==> src/hw/dwd_map.svh <==
// Register offset, field positions, reset value and timing counts of the watchdog.
// Assumes a single 100 MHz clock; included by the watchdog module only.
`ifndef DWD_MAP_SVH
`define DWD_MAP_SVH
`define DWD_REG_OFFSET 8'hd8
`define DWD_REG_RESET 8'hfe
`define DWD_BIT_ENABLE 0
`define DWD_BIT_TRIGGER 1
`define DWD_BIT_CNT_MSB 2
`define DWD_BIT_CNT_LSB 7
`define DWD_CLK_DIV 12
`define DWD_STEP_TICKS 256
`define DWD_MIN_PERIOD_OSC 3072
`define DWD_MAX_PERIOD_OSC 196608
`define DWD_GRACE_INSTR 28
`endif

==> src/hw/dwd_pkg.sv <==
// Types shared by the watchdog design.
// Assumes nothing beyond the map header.
package dwd_pkg;
    typedef enum logic {DWD_MODE_SOFTWARE, DWD_MODE_HARDWARE} dwd_mode_t;
    typedef logic [6:0] dwd_count_t;
endpackage

==> src/hw/dwd_watchdog.sv <==
// Digital watchdog downcounter with its data-space register.
// Assumes a synchronous register port from the core and an instruction-retire strobe.
`timescale 1ns/10ps
`include "dwd_map.svh"

// Behaviour
// RL1 - Counter reaching zero without reload raises system reset.
// RL2 - Software mode: inactive until software writes one to bit zero.
// RL3 - Once active, writes clearing the activation bit are ignored.
// RL4 - Hardware mode: activation bit reads one and cannot be changed.
// RL5 - Hardware mode: stop request acts as wait; counting continues.
// RL6 - Software mode and inactive: stop mode entry is permitted.
// RL7 - After stop exit by interrupt, counting resumes from held value.
// RL8 - Every reset loads register value fe.
// RL9 - Trigger bit becoming zero, by count or write, resets at once.
// RL10 - Register bit 7 is counter LSB, bit 2 count MSB.
// RL11 - Six count bits select 64 periods, 3072 to 196608 cycles.
// RL12 - Inactive watchdog is a free 7-bit timer that never resets.
// RL13 - At least 28 instructions run after activation before any reset.
// RL14 - Software reloads within 27 instructions, then regularly.
// RL15 - Software keeps trigger bit one when writing a count.
// RL16 - Prefer hardware activation unless stop mode is needed.
// RL17 - Watchdog reset reinitialises counter; restart as external reset.
// RL18 - Counter clocked from internal clock divided by 12.
// RL19 - Counter steps once per 256 divided ticks.
// RL20 - Register write loads counter at once, restarting countdown.
module dwd_watchdog #(
    parameter int STEP_TICKS = `DWD_STEP_TICKS,
    parameter int GRACE_INSTR = `DWD_GRACE_INSTR
) (
    // Clock and synchronous reset.
    input wire logic ref_clk,
    input wire logic rst,
    // Activation option, hardware or software.
    input wire logic hw_option,
    // Data-space register port.
    input wire logic [7:0] reg_addr,
    input wire logic reg_wr,
    input wire logic [7:0] reg_wdata,
    input wire logic reg_rd,
    output logic [7:0] reg_rdata,
    // Core status.
    input wire logic instr_done,
    input wire logic stop_req,
    input wire logic stop_active,
    // Results.
    output logic wdg_reset,
    output logic stop_allowed,
    output logic wdg_active
);

    // ****************************************
    // Register state
    // ****************************************
    logic enable;
    dwd_pkg::dwd_count_t count;
    logic [3:0] div_cnt;
    logic div_tick;
    logic [7:0] step_cnt;
    logic [5:0] grace_cnt;
    logic act;
    logic hit;
    logic sel;
    logic [7:0] rd_view;
    dwd_pkg::dwd_count_t wr_count;

    // Address decode and the effective activation state.
    assign sel = (reg_addr == `DWD_REG_OFFSET);
    assign act = enable | hw_option; // RL4
    // Register bits 7..2 reversed onto count bits 0..5, trigger is count bit 6.
    always_comb begin
        for (int i = 0; i < 6; i++) begin
            wr_count[i] = reg_wdata[`DWD_BIT_CNT_LSB - i]; // RL10
            rd_view[`DWD_BIT_CNT_LSB - i] = count[i];
        end
        wr_count[6] = reg_wdata[`DWD_BIT_TRIGGER];
        rd_view[`DWD_BIT_TRIGGER] = count[6];
        rd_view[`DWD_BIT_ENABLE] = act; // RL4
    end

    // ****************************************
    // Clock divider
    // ****************************************
    // Divides by 12; counting continues in wait and in hardware-mode stop.
    always_ff @(posedge ref_clk) begin
        if (rst) begin
            div_cnt <= 4'h0;
            div_tick <= 1'b0;
        end else if (stop_active && !hw_option) begin
            div_tick <= 1'b0; // RL7
        end else begin
            div_tick <= (div_cnt == 4'(`DWD_CLK_DIV - 1)); // RL18 RL5
            div_cnt <= (div_cnt == 4'(`DWD_CLK_DIV - 1)) ? 4'h0 : 4'(div_cnt + 4'h1);
        end
    end

    // Prescaler giving one counter step per STEP_TICKS divided ticks.
    // It wraps at the step length, so a shortened step divides correctly too.
    always_ff @(posedge ref_clk) begin
        if (rst || (reg_wr && sel)) begin
            step_cnt <= 8'h00;
        end else if (div_tick && step_cnt == 8'(STEP_TICKS - 1)) begin
            step_cnt <= 8'h00; // RL19
        end else if (div_tick) begin
            step_cnt <= 8'(step_cnt + 8'h01); // RL19
        end
    end

    // ****************************************
    // Activation and counter
    // ****************************************
    // Activation bit may only be set; reset alone clears it.
    always_ff @(posedge ref_clk) begin
        if (rst) begin
            enable <= 1'b0; // RL8
        end else if (reg_wr && sel && reg_wdata[`DWD_BIT_ENABLE]) begin
            enable <= 1'b1; // RL2 RL3
        end
    end

    // Counter loads on write and steps down; wraps freely as a timer.
    always_ff @(posedge ref_clk) begin
        if (rst) begin
            count <= 7'h7f; // RL8 RL17
        end else if (reg_wr && sel) begin
            count <= wr_count; // RL20 RL11
        end else if (div_tick && step_cnt == 8'(STEP_TICKS - 1)) begin
            count <= 7'(count - 7'h01); // RL12
        end
    end

    // Grace counter: instructions retired since activation.
    always_ff @(posedge ref_clk) begin
        if (rst || (!act)) begin
            grace_cnt <= 6'h00;
        end else if (instr_done && grace_cnt < 6'(GRACE_INSTR)) begin
            grace_cnt <= 6'(grace_cnt + 6'h01); // RL13
        end
    end

    // Trigger bit low while active requests reset after the grace window.
    assign hit = act && !count[6] && grace_cnt >= 6'(GRACE_INSTR); // RL1 RL9 RL12

    // ****************************************
    // Outputs
    // ****************************************
    // Registered outputs; the reset demand holds until the system reset arrives.
    always_ff @(posedge ref_clk) begin
        if (rst) begin
            wdg_reset <= 1'b0;
            stop_allowed <= 1'b0;
            wdg_active <= 1'b0;
            reg_rdata <= 8'h00;
        end else begin
            wdg_reset <= wdg_reset | hit; // RL1 RL9 RL17
            stop_allowed <= !act; // RL6 RL5
            wdg_active <= act;
            reg_rdata <= (reg_rd && sel) ? rd_view : 8'h00;
        end
    end

    // ****************************************
    // Checks
    // ****************************************
    // Checks are cut off while reset is high, except the one that looks at its release.
    a_lock_enable: assert property (@(posedge ref_clk) disable iff (rst) $past(enable) |-> enable) // RL3
        else $error("Activation bit cleared without reset.");
    a_timer_silent: assert property (@(posedge ref_clk) disable iff (rst) !act |=> !wdg_reset) // RL12
        else $error("Inactive timer produced a reset.");
    a_reset_cause: assert property (@(posedge ref_clk) disable iff (rst) // RL1
        $rose(wdg_reset) |-> $past(act && !count[6] && grace_cnt >= 6'(GRACE_INSTR)))
        else $error("Reset without trigger bit low.");
    a_grace_hold: assert property (@(posedge ref_clk) disable iff (rst) grace_cnt < 6'(GRACE_INSTR) |=> !wdg_reset) // RL13
        else $error("Reset inside grace window.");
    a_write_load: assert property (@(posedge ref_clk) disable iff (rst) reg_wr && sel |=> count == $past(wr_count)) // RL20
        else $error("Write did not load counter.");
    a_stop_gate: assert property (@(posedge ref_clk) disable iff (rst) hw_option |=> !stop_allowed) // RL5
        else $error("Stop allowed in hardware mode.");
    a_stop_free: assert property (@(posedge ref_clk) disable iff (rst) !act ##1 !act |-> stop_allowed) // RL6
        else $error("Stop refused while inactive.");
    a_hold_stop: assert property (@(posedge ref_clk) disable iff (rst)
        stop_active && !hw_option && !(reg_wr && sel) ##1 !div_tick |=> $stable(count)) // RL7
        else $error("Counter moved in stop.");
    a_div_rate: assert property (@(posedge ref_clk) disable iff (rst) div_tick |=> !div_tick [*8]) // RL18
        else $error("Divider ticks too fast.");

    // Once raised, the reset demand stays until the system reset clears the block.
    a_reset_hold: assert property (@(posedge ref_clk) disable iff (rst) wdg_reset |=> wdg_reset) // RL1
        else $error("Reset demand dropped before system reset.");

    // The first clock after reset release sees the longest count and an idle watchdog.
    a_reset_value: assert property (@(posedge ref_clk) // RL8
        $fell(rst) |-> count == 7'h7f && !enable && grace_cnt == 6'h00)
        else $error("Reset state wrong after release.");

    // A write that clears the trigger bit after the grace window demands a reset.
    a_trigger_write: assert property (@(posedge ref_clk) disable iff (rst) // RL9
        act && grace_cnt >= 6'(GRACE_INSTR) && reg_wr && sel && !reg_wdata[`DWD_BIT_TRIGGER] |-> ##2 wdg_reset)
        else $error("Trigger write did not raise reset.");

    // Each step of the prescaler end moves the counter down by one.
    a_count_step: assert property (@(posedge ref_clk) disable iff (rst) // RL19
        div_tick && step_cnt == 8'(STEP_TICKS - 1) && !(reg_wr && sel) |=> count == 7'($past(count) - 7'h01))
        else $error("Counter did not step down.");

    // The prescaler never runs past the step length.
    a_step_range: assert property (@(posedge ref_clk) disable iff (rst) step_cnt <= 8'(STEP_TICKS - 1)) // RL19
        else $error("Prescaler beyond step length.");

    // In hardware mode a stop request leaves the divider running, as in wait.
    a_stop_wait: assert property (@(posedge ref_clk) disable iff (rst) // RL5
        hw_option && stop_req && stop_active && div_cnt == 4'h0 |=> div_cnt == 4'h1)
        else $error("Divider halted in hardware-mode stop.");

    // In hardware mode the activation bit always reads as one.
    a_hw_reads_one: assert property (@(posedge ref_clk) disable iff (rst) // RL4
        hw_option && reg_rd && sel |=> reg_rdata[`DWD_BIT_ENABLE])
        else $error("Activation bit read low in hardware mode.");

    // The trigger bit is read back as the top bit of the counter.
    a_read_trigger: assert property (@(posedge ref_clk) disable iff (rst) // RL12
        reg_rd && sel |=> reg_rdata[`DWD_BIT_TRIGGER] == $past(count[6]))
        else $error("Trigger bit read wrong.");

    // Register bit 7 is read back as the counter's lowest bit.
    a_read_lsb: assert property (@(posedge ref_clk) disable iff (rst) // RL10
        reg_rd && sel |=> reg_rdata[`DWD_BIT_CNT_LSB] == $past(count[0]))
        else $error("Counter low bit read wrong.");

    // The grace counter saturates at the window length.
    a_grace_limit: assert property (@(posedge ref_clk) disable iff (rst) grace_cnt <= 6'(GRACE_INSTR)) // RL13
        else $error("Grace counter overran.");
endmodule

==> config.mk <==
export PLATFORM = sky130hd
export DESIGN_NAME = dwd_watchdog
export DESIGN_NICKNAME = d
export VERILOG_FILES = /design/src/hw/dwd_pkg.sv /design/src/hw/dwd_watchdog.sv
export VERILOG_INCLUDE_DIRS = /design/src /design/src/hw
export SDC_FILE = /design/constraint.sdc
export NUM_CORES = 1
export LEC_CHECK = 0
export BUFFER_PORTS_ARGS = -buffer_cell sky130_fd_sc_hd__buf_4
export CORE_ASPECT_RATIO = 1.5
export CORE_MARGIN = 8
export CORE_UTILIZATION = 53
export CTS_CLUSTER_DIAMETER = 30
export DETAILED_ROUTE_END_ITERATION = 7
export PLACE_DENSITY = 0.78
export SYNTH_ARGS = -nofsm -noshare
export SYNTH_HDL_FRONTEND = slang
export SYNTH_SLANG_ARGS = --single-unit
==> constraint.sdc <==
create_clock -name ref_clk -period 2 [get_ports ref_clk]
set_input_delay 0.2 -clock ref_clk [delete_from_list [all_inputs] [get_ports ref_clk]]
set_output_delay 0.2 -clock ref_clk [all_outputs]
set_load 0.005 [all_outputs]
Word level (Yosys, flattened, before mapping)

Index checks and enable logic that the tools add are counted.

Register bits: 38
Logic and storage cells: 42

Add/subtract/negate cells: 4
$lt $le $gt $ge: 2
Equality and inequality tests: 3
Muxes and demuxes: 3
Bitwise logic cells: 3
Reductions and logical operators: 17

Operators by type and width:

| cell                                                                  | count |
|---|---|
| 8-bit equality test, second input constant                            | 2 |
| 7-bit two-way mux                                                     | 2 |
| 8-bit by 1-bit adder with 8-bit output, second input constant         | 1 |
| 1-bit logical AND                                                     | 8 |
| 7-bit by 1-bit subtractor with 7-bit output, second input constant    | 1 |
| 6-bit by 1-bit adder with 6-bit output, second input constant         | 1 |
| 6-bit by 5-bit >= comparator with 1-bit output, second input constant | 1 |
| 6-bit by 5-bit < comparator with 1-bit output, second input constant  | 1 |
| 2-bit OR reduction                                                    | 3 |
| 4-bit by 1-bit adder with 4-bit output, second input constant         | 1 |
| 4-bit equality test, second input constant                            | 1 |
| 4-bit two-way mux                                                     | 1 |
| 1-bit logical NOT                                                     | 3 |
| 1-bit logical OR                                                      | 2 |
| 1-bit bitwise OR                                                      | 2 |
| 2-bit nonzero test                                                    | 1 |
| 1-bit NOT                                                             | 1 |

Logic depth before layout (Yosys ltp)

Gate-level depths: netlist of the first run.

Depth in word-level cells: 4
Gate-level depth with buffers: 6

Worst setup path after synthesis of the first run

OpenSTA, ideal clock, no wires.

Path type: flip-flop to flip-flop
Start point: register step_cnt[0]
End point: register count[2]
Library setup time: 114 ps
Arrival time: 1384 ps
Path slack: 502 ps
Stages on the path, launching flop included: 7
Path buffers: 1
Clock period less this slack: 1498 ps
Cell sequence: dfxtp_1 ha_1 and4_1 clkbuf_1 a31o_1 a21o_1 a21o_1

Cells in the longest elaborated chain, start to end: 3

Ends and longest elaborated chain:

| what                                | line                | text |
|---|---|---|
| start: declaration                  | dwd_watchdog.sv:59  | `logic [7:0] step_cnt;` |
| start signal: assignment            | dwd_watchdog.sv:105 | `step_cnt <= 8'(step_cnt + 8'h01);` |
| 8-bit equality test                 | dwd_watchdog.sv:127 | `end else if (div_tick && step_cnt == 8'(STEP_TICKS - 1)) begin` |
| 1-bit logical AND                   | dwd_watchdog.sv:127 |  |
| 2-bit nonzero test (no source line) | -                   |  |
| end signal: assignment              | dwd_watchdog.sv:126 | `count <= wr_count;` |
| end signal: assignment              | dwd_watchdog.sv:128 | `count <= 7'(count - 7'h01);` |
| end: declaration                    | dwd_watchdog.sv:56  | `dwd_pkg::dwd_count_t count;` |

Every way passes these cells.
A chain may end at the register's enable or synchronous reset.

Worst setup path in the final report of the first run

Ends and elaborated chain as after synthesis.

==> metrics, run 1 <==
final setup vio count 0; Via-to-Cell Ratio about 5.4; internal power between 0.001 and 0.0015 W; CTS max path bufs 2; Worst setup SP type flip-flop; CTS tree yes; ratio of final minimum period to clock period about four fifths; GR Util met2 a little under a quarter; Netlist cell types 41; gr busiest metal met2; register area share after synthesis between 40 and 50%; Leak just over 0.8 nW; I/O Buffers 33; drc violations 0; Rows 24; run status finished, final reports clean; TNS Setup 0 ns; Clock power frac between 30% and 40%; Worst R2R Setup Slack 0.41 ns; Iter 0 DRT Violations 54; # resized after CTS 0; Crit Path Max Fanout 7; Psw between 0.0002 and 0.0003 W; top cell family by delay on the critical path simple AND/OR/NAND/NOR gates; met1 usage between 10% and 20%; clock sinks 38; Seq pwr share between 50% and 60%; critical path arrival approximately 1.8 ns; most frequent cells in the layout 38 x dfxtp_1, 34 x buf_4, 26 x nor2_1; RSZ-0062 raised after global routing no; Worst Setup SP step_cnt[0]; Slew HR 72.34%; dominant cells by area after synthesis dfxtp_1 47%, nor2_1 6.0%, xor2_1 4.8%; per-cell routed wire length between 10 and 15 um; worst slew pin tran just over 0.4 ns; syn avg cell area approximately 9.5 um^2; YS warnings 0; Critical path buffers and inverters 0; total CTS buffers 5; post-layout minimum cycle time between 1.5 and 2 ns; MaxCap Viol Count 0; Final ANT Viol Nets 0; H-Tree Depth 2; area grow syn2layout 21.46%; die extent in y 83.85 um; Clk pin slew, worst setup/hold paths approximately 0.07 ns; ANT cells 0; critical path type flip-flop to flip-flop; pins over their slew limit 0; largest net degree at the start of global routing 18; first-pass GRT wire length 5644 um; GRT overflow 0; 1st-pass router iterations 4; leading cell type in the layout, fill and taps excluded dfxtp_1; nets roughly 230; Worst Hold Launch hw_option; worst clock skew between 0.004 and 0.005 ns; proportion of netlist area held by the largest area contributor ~47%; endpoint type of the worst setup path flip-flop; CTS Hold Buffers Added 0; Vias about 1,300; Post-CTS Setup Repair Bufs 0; dpl hpwl roughly 2600 um; #FFs+latches synth 38; GR Util All Layers between 10% and 20%; Max Freq approximately 630 MHz; Synth Cell Area 1627 um^2; die area a little over 5000 um^2; most used cell, CP a21o_1; Sw Ratio a little over a fifth; largest area contributor in the netlist dfxtp_1; maximum vdd ir drop roughly 800 uV; Comb pwr share roughly 6.1%; Reg-to-Reg Start step_cnt[0]; Clk Latency, worst-skew pair just under 0.3 ns; Starting Density 55.84%; vias in the first global route between 1,000 and 1,500; gpl congestion approximately 0.75; Hold Fails Final Rpt 0; CP Data Required Time approximately 2.2 ns; initial antenna violation count 0; Mapped Cells 172; share of layout cells above drive strength 1 between 20% and 30%; die outline width between 60 and 70 um; Worst path slowest cell dfxtp_1; WHS between 0.08 and 0.09 ns; area of the core 2913 um^2; Syn Nets between 200 and 250; P per Cell Area about 700 nW/um^2; Global Route met3 Usage 6.481%; I/O pins 35; Hold Crit Class input port to flip-flop; DRT Wirelength between 3000 and 4000 um; root buffer cell clkbuf_8; Max stage delay on crit path 0.37 ns; CP cell instances ha_1 > and4_1 > nand4_1 > a21o_1 > a21o_1
[layer usage]
layer | part of all wire, % | vias to the layer above
li1 | - | 652
met1 | 39 | 622
met2 | 52 | 32
met3 | 6.5 | 10
met4 | 2.7 | 0
met5 | 0 | -
[final timing paths]
path	cells after the start	end
worst min register to register	1	stop_allowed
worst max register to register	5	count[2]
worst max-delay path	5	count[2]
worst min-delay path	2	stop_allowed
[power groups by stage]
stage	sequential, W	combinational, W	clock, W
floorplan	0.000790	0.0000410	0
global placement	0.000791	0.0000793	0
detailed placement	0.000792	0.0000843	0
CTS	0.000775	0.0000844	0.000539
global route	0.000776	0.0000922	0.000578
finish	0.000774	0.0000839	0.000527
[metrics by stage]
step	setup slack (ns)	cells	utilization [%]	total power [W]	area (um^2)
CTS	0.4402	245	67.83	0.001398	1976
global placement	0.4567	237	64.69	0.0008701	1884
detailed placement	0.3941	237	64.69	0.0008763	1884
global route	0.3297	245	67.83	0.001446	1976
floorplan	0.5019	172	-	0.0008314	1627
finish	0.4110	245	67.83	0.001386	1976
[flip-flops by register name (all words and copies together), names as in the netlist]
register      flops
count             7
div_cnt           4
div_tick          1
enable            1
grace_cnt         6
reg_rdata         8
step_cnt          8
stop_allowed      1
wdg_active        1
wdg_reset         1
[layout make-up]
| class | instances | area, um^2 |
|---|---|---|
| Sequential cell | 38 | 760.7 |
| Tap cell | 39 | 48.80 |
| Inverter | 7 | 26.28 |
| Fill cell | 256 | 937.1 |
| Clock inverter | 1 | 5.005 |
| Multi-Input combinational cell | 119 | 793.3 |
| Clock buffer | 7 | 86.33 |
| Timing Repair Buffer | 34 | 255.2 |
[cells in the mapped netlist, drive strengths merged]
| cell type | count |
|---|---|
| nand4b | 1 |
| clkbuf | 5 |
| and2 | 11 |
| nor2 | 26 |
| nor4 | 2 |
| and3 | 3 |
| nor4b | 2 |
| nand2 | 6 |
| or2 | 1 |
| and4 | 2 |
| dfxtp | 38 |
| mux2i | 2 |
| a41oi | 1 |
| inv | 7 |
| nor3 | 5 |
| o21bai | 1 |
| nor3b | 1 |
| nand3 | 3 |
| a31o | 1 |
| a211o | 1 |
| nand2b | 2 |
| buf | 3 |
| a211oi | 1 |
| and4bb | 1 |
| a21o | 2 |
| a22oi | 4 |
| ha | 5 |
| nand4 | 8 |
| or4 | 1 |
| xnor2 | 8 |
| a31oi | 2 |
| nor2b | 2 |
| xor2 | 9 |
| or3 | 1 |
| a21oi | 4 |
[cells by family (layout without fill, tap and decap cells)]
group           count (synthesis)  after routing  synth area share [%]
mux                             2              2                 1.231
simple gates                   78             78                 26.92
flops                          38             38                 46.77
buf+inv                        15             49                 4.461
xor+xnor                       17             17                 9.154
fa+ha+maj                       5              5                 3.846
compound gates                 17             17                 7.615
Power figures use the tool's default switching activity.
==> inputs of run 2 (changes only) <==
CORE_UTILIZATION = 48   (was 53)
PLACE_DENSITY = 0.75   (was 0.78)
clock period = 1.4 ns   (was 2 ns; I/O delays follow)
==> metrics, run 2 (synthesis results as in run 1) <==
Post-CTS Setup Repair Bufs 0; Via-to-Cell Ratio ~5.3; GRT overflow 0; largest net degree at the start of global routing 18; Worst Hold Launch hw_option; vias in the first global route between 1,500 and 2,000; Starting Density between 40% and 50%; CTS Hold Buffers Added 0; number of fill cells approximately 280; non-filler instance count after layout 260; total CTS buffers 5; MaxCap Viol Count 0; critical path arrival 1.59 ns; gpl congestion 0.8437; RSZ-0062 raised after global routing yes; dpl hpwl 2938 um; I/O Buffers 33; Overall Power about 0.0020 W; Clk pin slew, worst setup/hold paths around 0.070 ns; die outline width about 64 um; I/O pins 35; nets about 250; Worst setup SP type flip-flop; root buffer cell clkbuf_8; GR Util All Layers 13.98%; final setup vio count 1; Max Freq 702.3 MHz; clock sinks 38; ANT cells 0; H-Tree Depth 2; ratio of final minimum period to clock period 101.7%; die extent in y 87.30 um; most frequent cells in the layout 46 x buf_4, 36 x dfxtp_1, 26 x nor2_1; Reg-to-Reg Start count[1]; Worst R2R Setup Slack -0.02 ns; Iter 0 DRT Violations 28; Setup WS pre-CTS -0.05242 ns; Final ANT Viol Nets 0; first-pass GRT wire length just over 6000 um; placed cell count about 250; failing checks negative setup slack; run status finished with violations; CP Data Required Time 1.56 ns; Worst Setup SP count[1]; CTS tree yes; drc violations 0; Vias 1,383; maximum vdd ir drop roughly 540 uV; die area 5546 um^2; endpoint type of the worst setup path flip-flop; Crit Path Max Fanout 2; Hold Fails Final Rpt 0; per-cell routed wire length 14.57 um; Leak 0.9043 nW; worst slew pin tran between 0.3 and 0.4 ns; leading cell type in the layout, fill and taps excluded buf_4; share of layout cells above drive strength 1 around a third; Clk Latency, worst-skew pair a little under 0.3 ns; area grow syn2layout 30.62%; pins over their slew limit 0; DRT Wirelength ~3800 um; post-route setup slack -0.02390 ns; 1st-pass router iterations 6; Rows 26; post-layout minimum cycle time about 1.4 ns; initial antenna violation count 0; critical path type flip-flop to flip-flop; CTS max path bufs 2; P per Cell Area ~940 nW/um^2; top flop regs reg_rdata (8), step_cnt (8), count (7); area of the core ~3300 um^2; Hold Crit Class input port to flip-flop; worst clock skew 0.003457 ns; Slew HR around 77%
## run 2: cell types whose count changed in the layout (fill, tap and decap cells not counted), moves of 2 or more
cell / change
dfxtp_1: -2
ha_1: -2
buf_4: +12
dfxtp_2: +2
and4_1: -2
## run 2: worst paths after layout
check,depth (start not counted),end
hold reg to reg,1,stop_allowed
setup reg to reg,4,count[5]
hold / removal,2,stop_allowed
setup / recovery,4,count[5]
## run 2: per-stage QoR
stage	instance area [um^2]	util [%]	TNS, ns	hold slack [ns]
5_1_grt	2125	64.03	-0.07302	0.02724
4_1_cts	2087	62.90	-0.1014	0.01876
3_3_place_gp	1982	59.73	-0.1429	0.3281
6_report	2125	64.03	-0.02390	0.02440
2_1_floorplan	1632	-	0	0.2168
3_5_place_dp	1982	59.73	-0.5299	0.3293
## run 2: critical path, cell delays in order (launching register included)
cell,delay [ns]
dfxtp_1,0.32
or4_4,0.53
nor4_2,0.19
xnor2_1,0.17
a22oi_2,0.10
## run 2: cell type report
type                            count  area (um^2)  area share, %
Sequential cell                    38        763.2          35.92
Inverter                            7        26.28          1.237
Timing Repair Buffer               46        345.3          16.25
Multi-Input combinational cell    119        842.1          39.63
Tap cell                           42        52.55          2.473
Clock buffer                        6        82.58          3.887
Clock inverter                      2        12.51         0.5889
## run 2: power breakdown
| part | internal (W) | total [W] | switching (W) |
|---|---|---|---|
| combinational | 0.0000706 | 0.000123 | 0.0000524 |
| sequential | 0.00109 | 0.00111 | 0.0000111 |
| clock | 0.000395 | 0.000773 | 0.000377 |
## run 2: routing by layer
layer	GRT usage, %	wire (um)
met5	0	0
met4	7.332	56
met3	5.284	225
met2	28.06	2137
met1	11.09	1368
## run 2: timing repair
item / in CTS / in global routing
pin swaps: 0 / 3
resized for setup: 3 / 8
endpoints found under the setup margin: 14 / 7
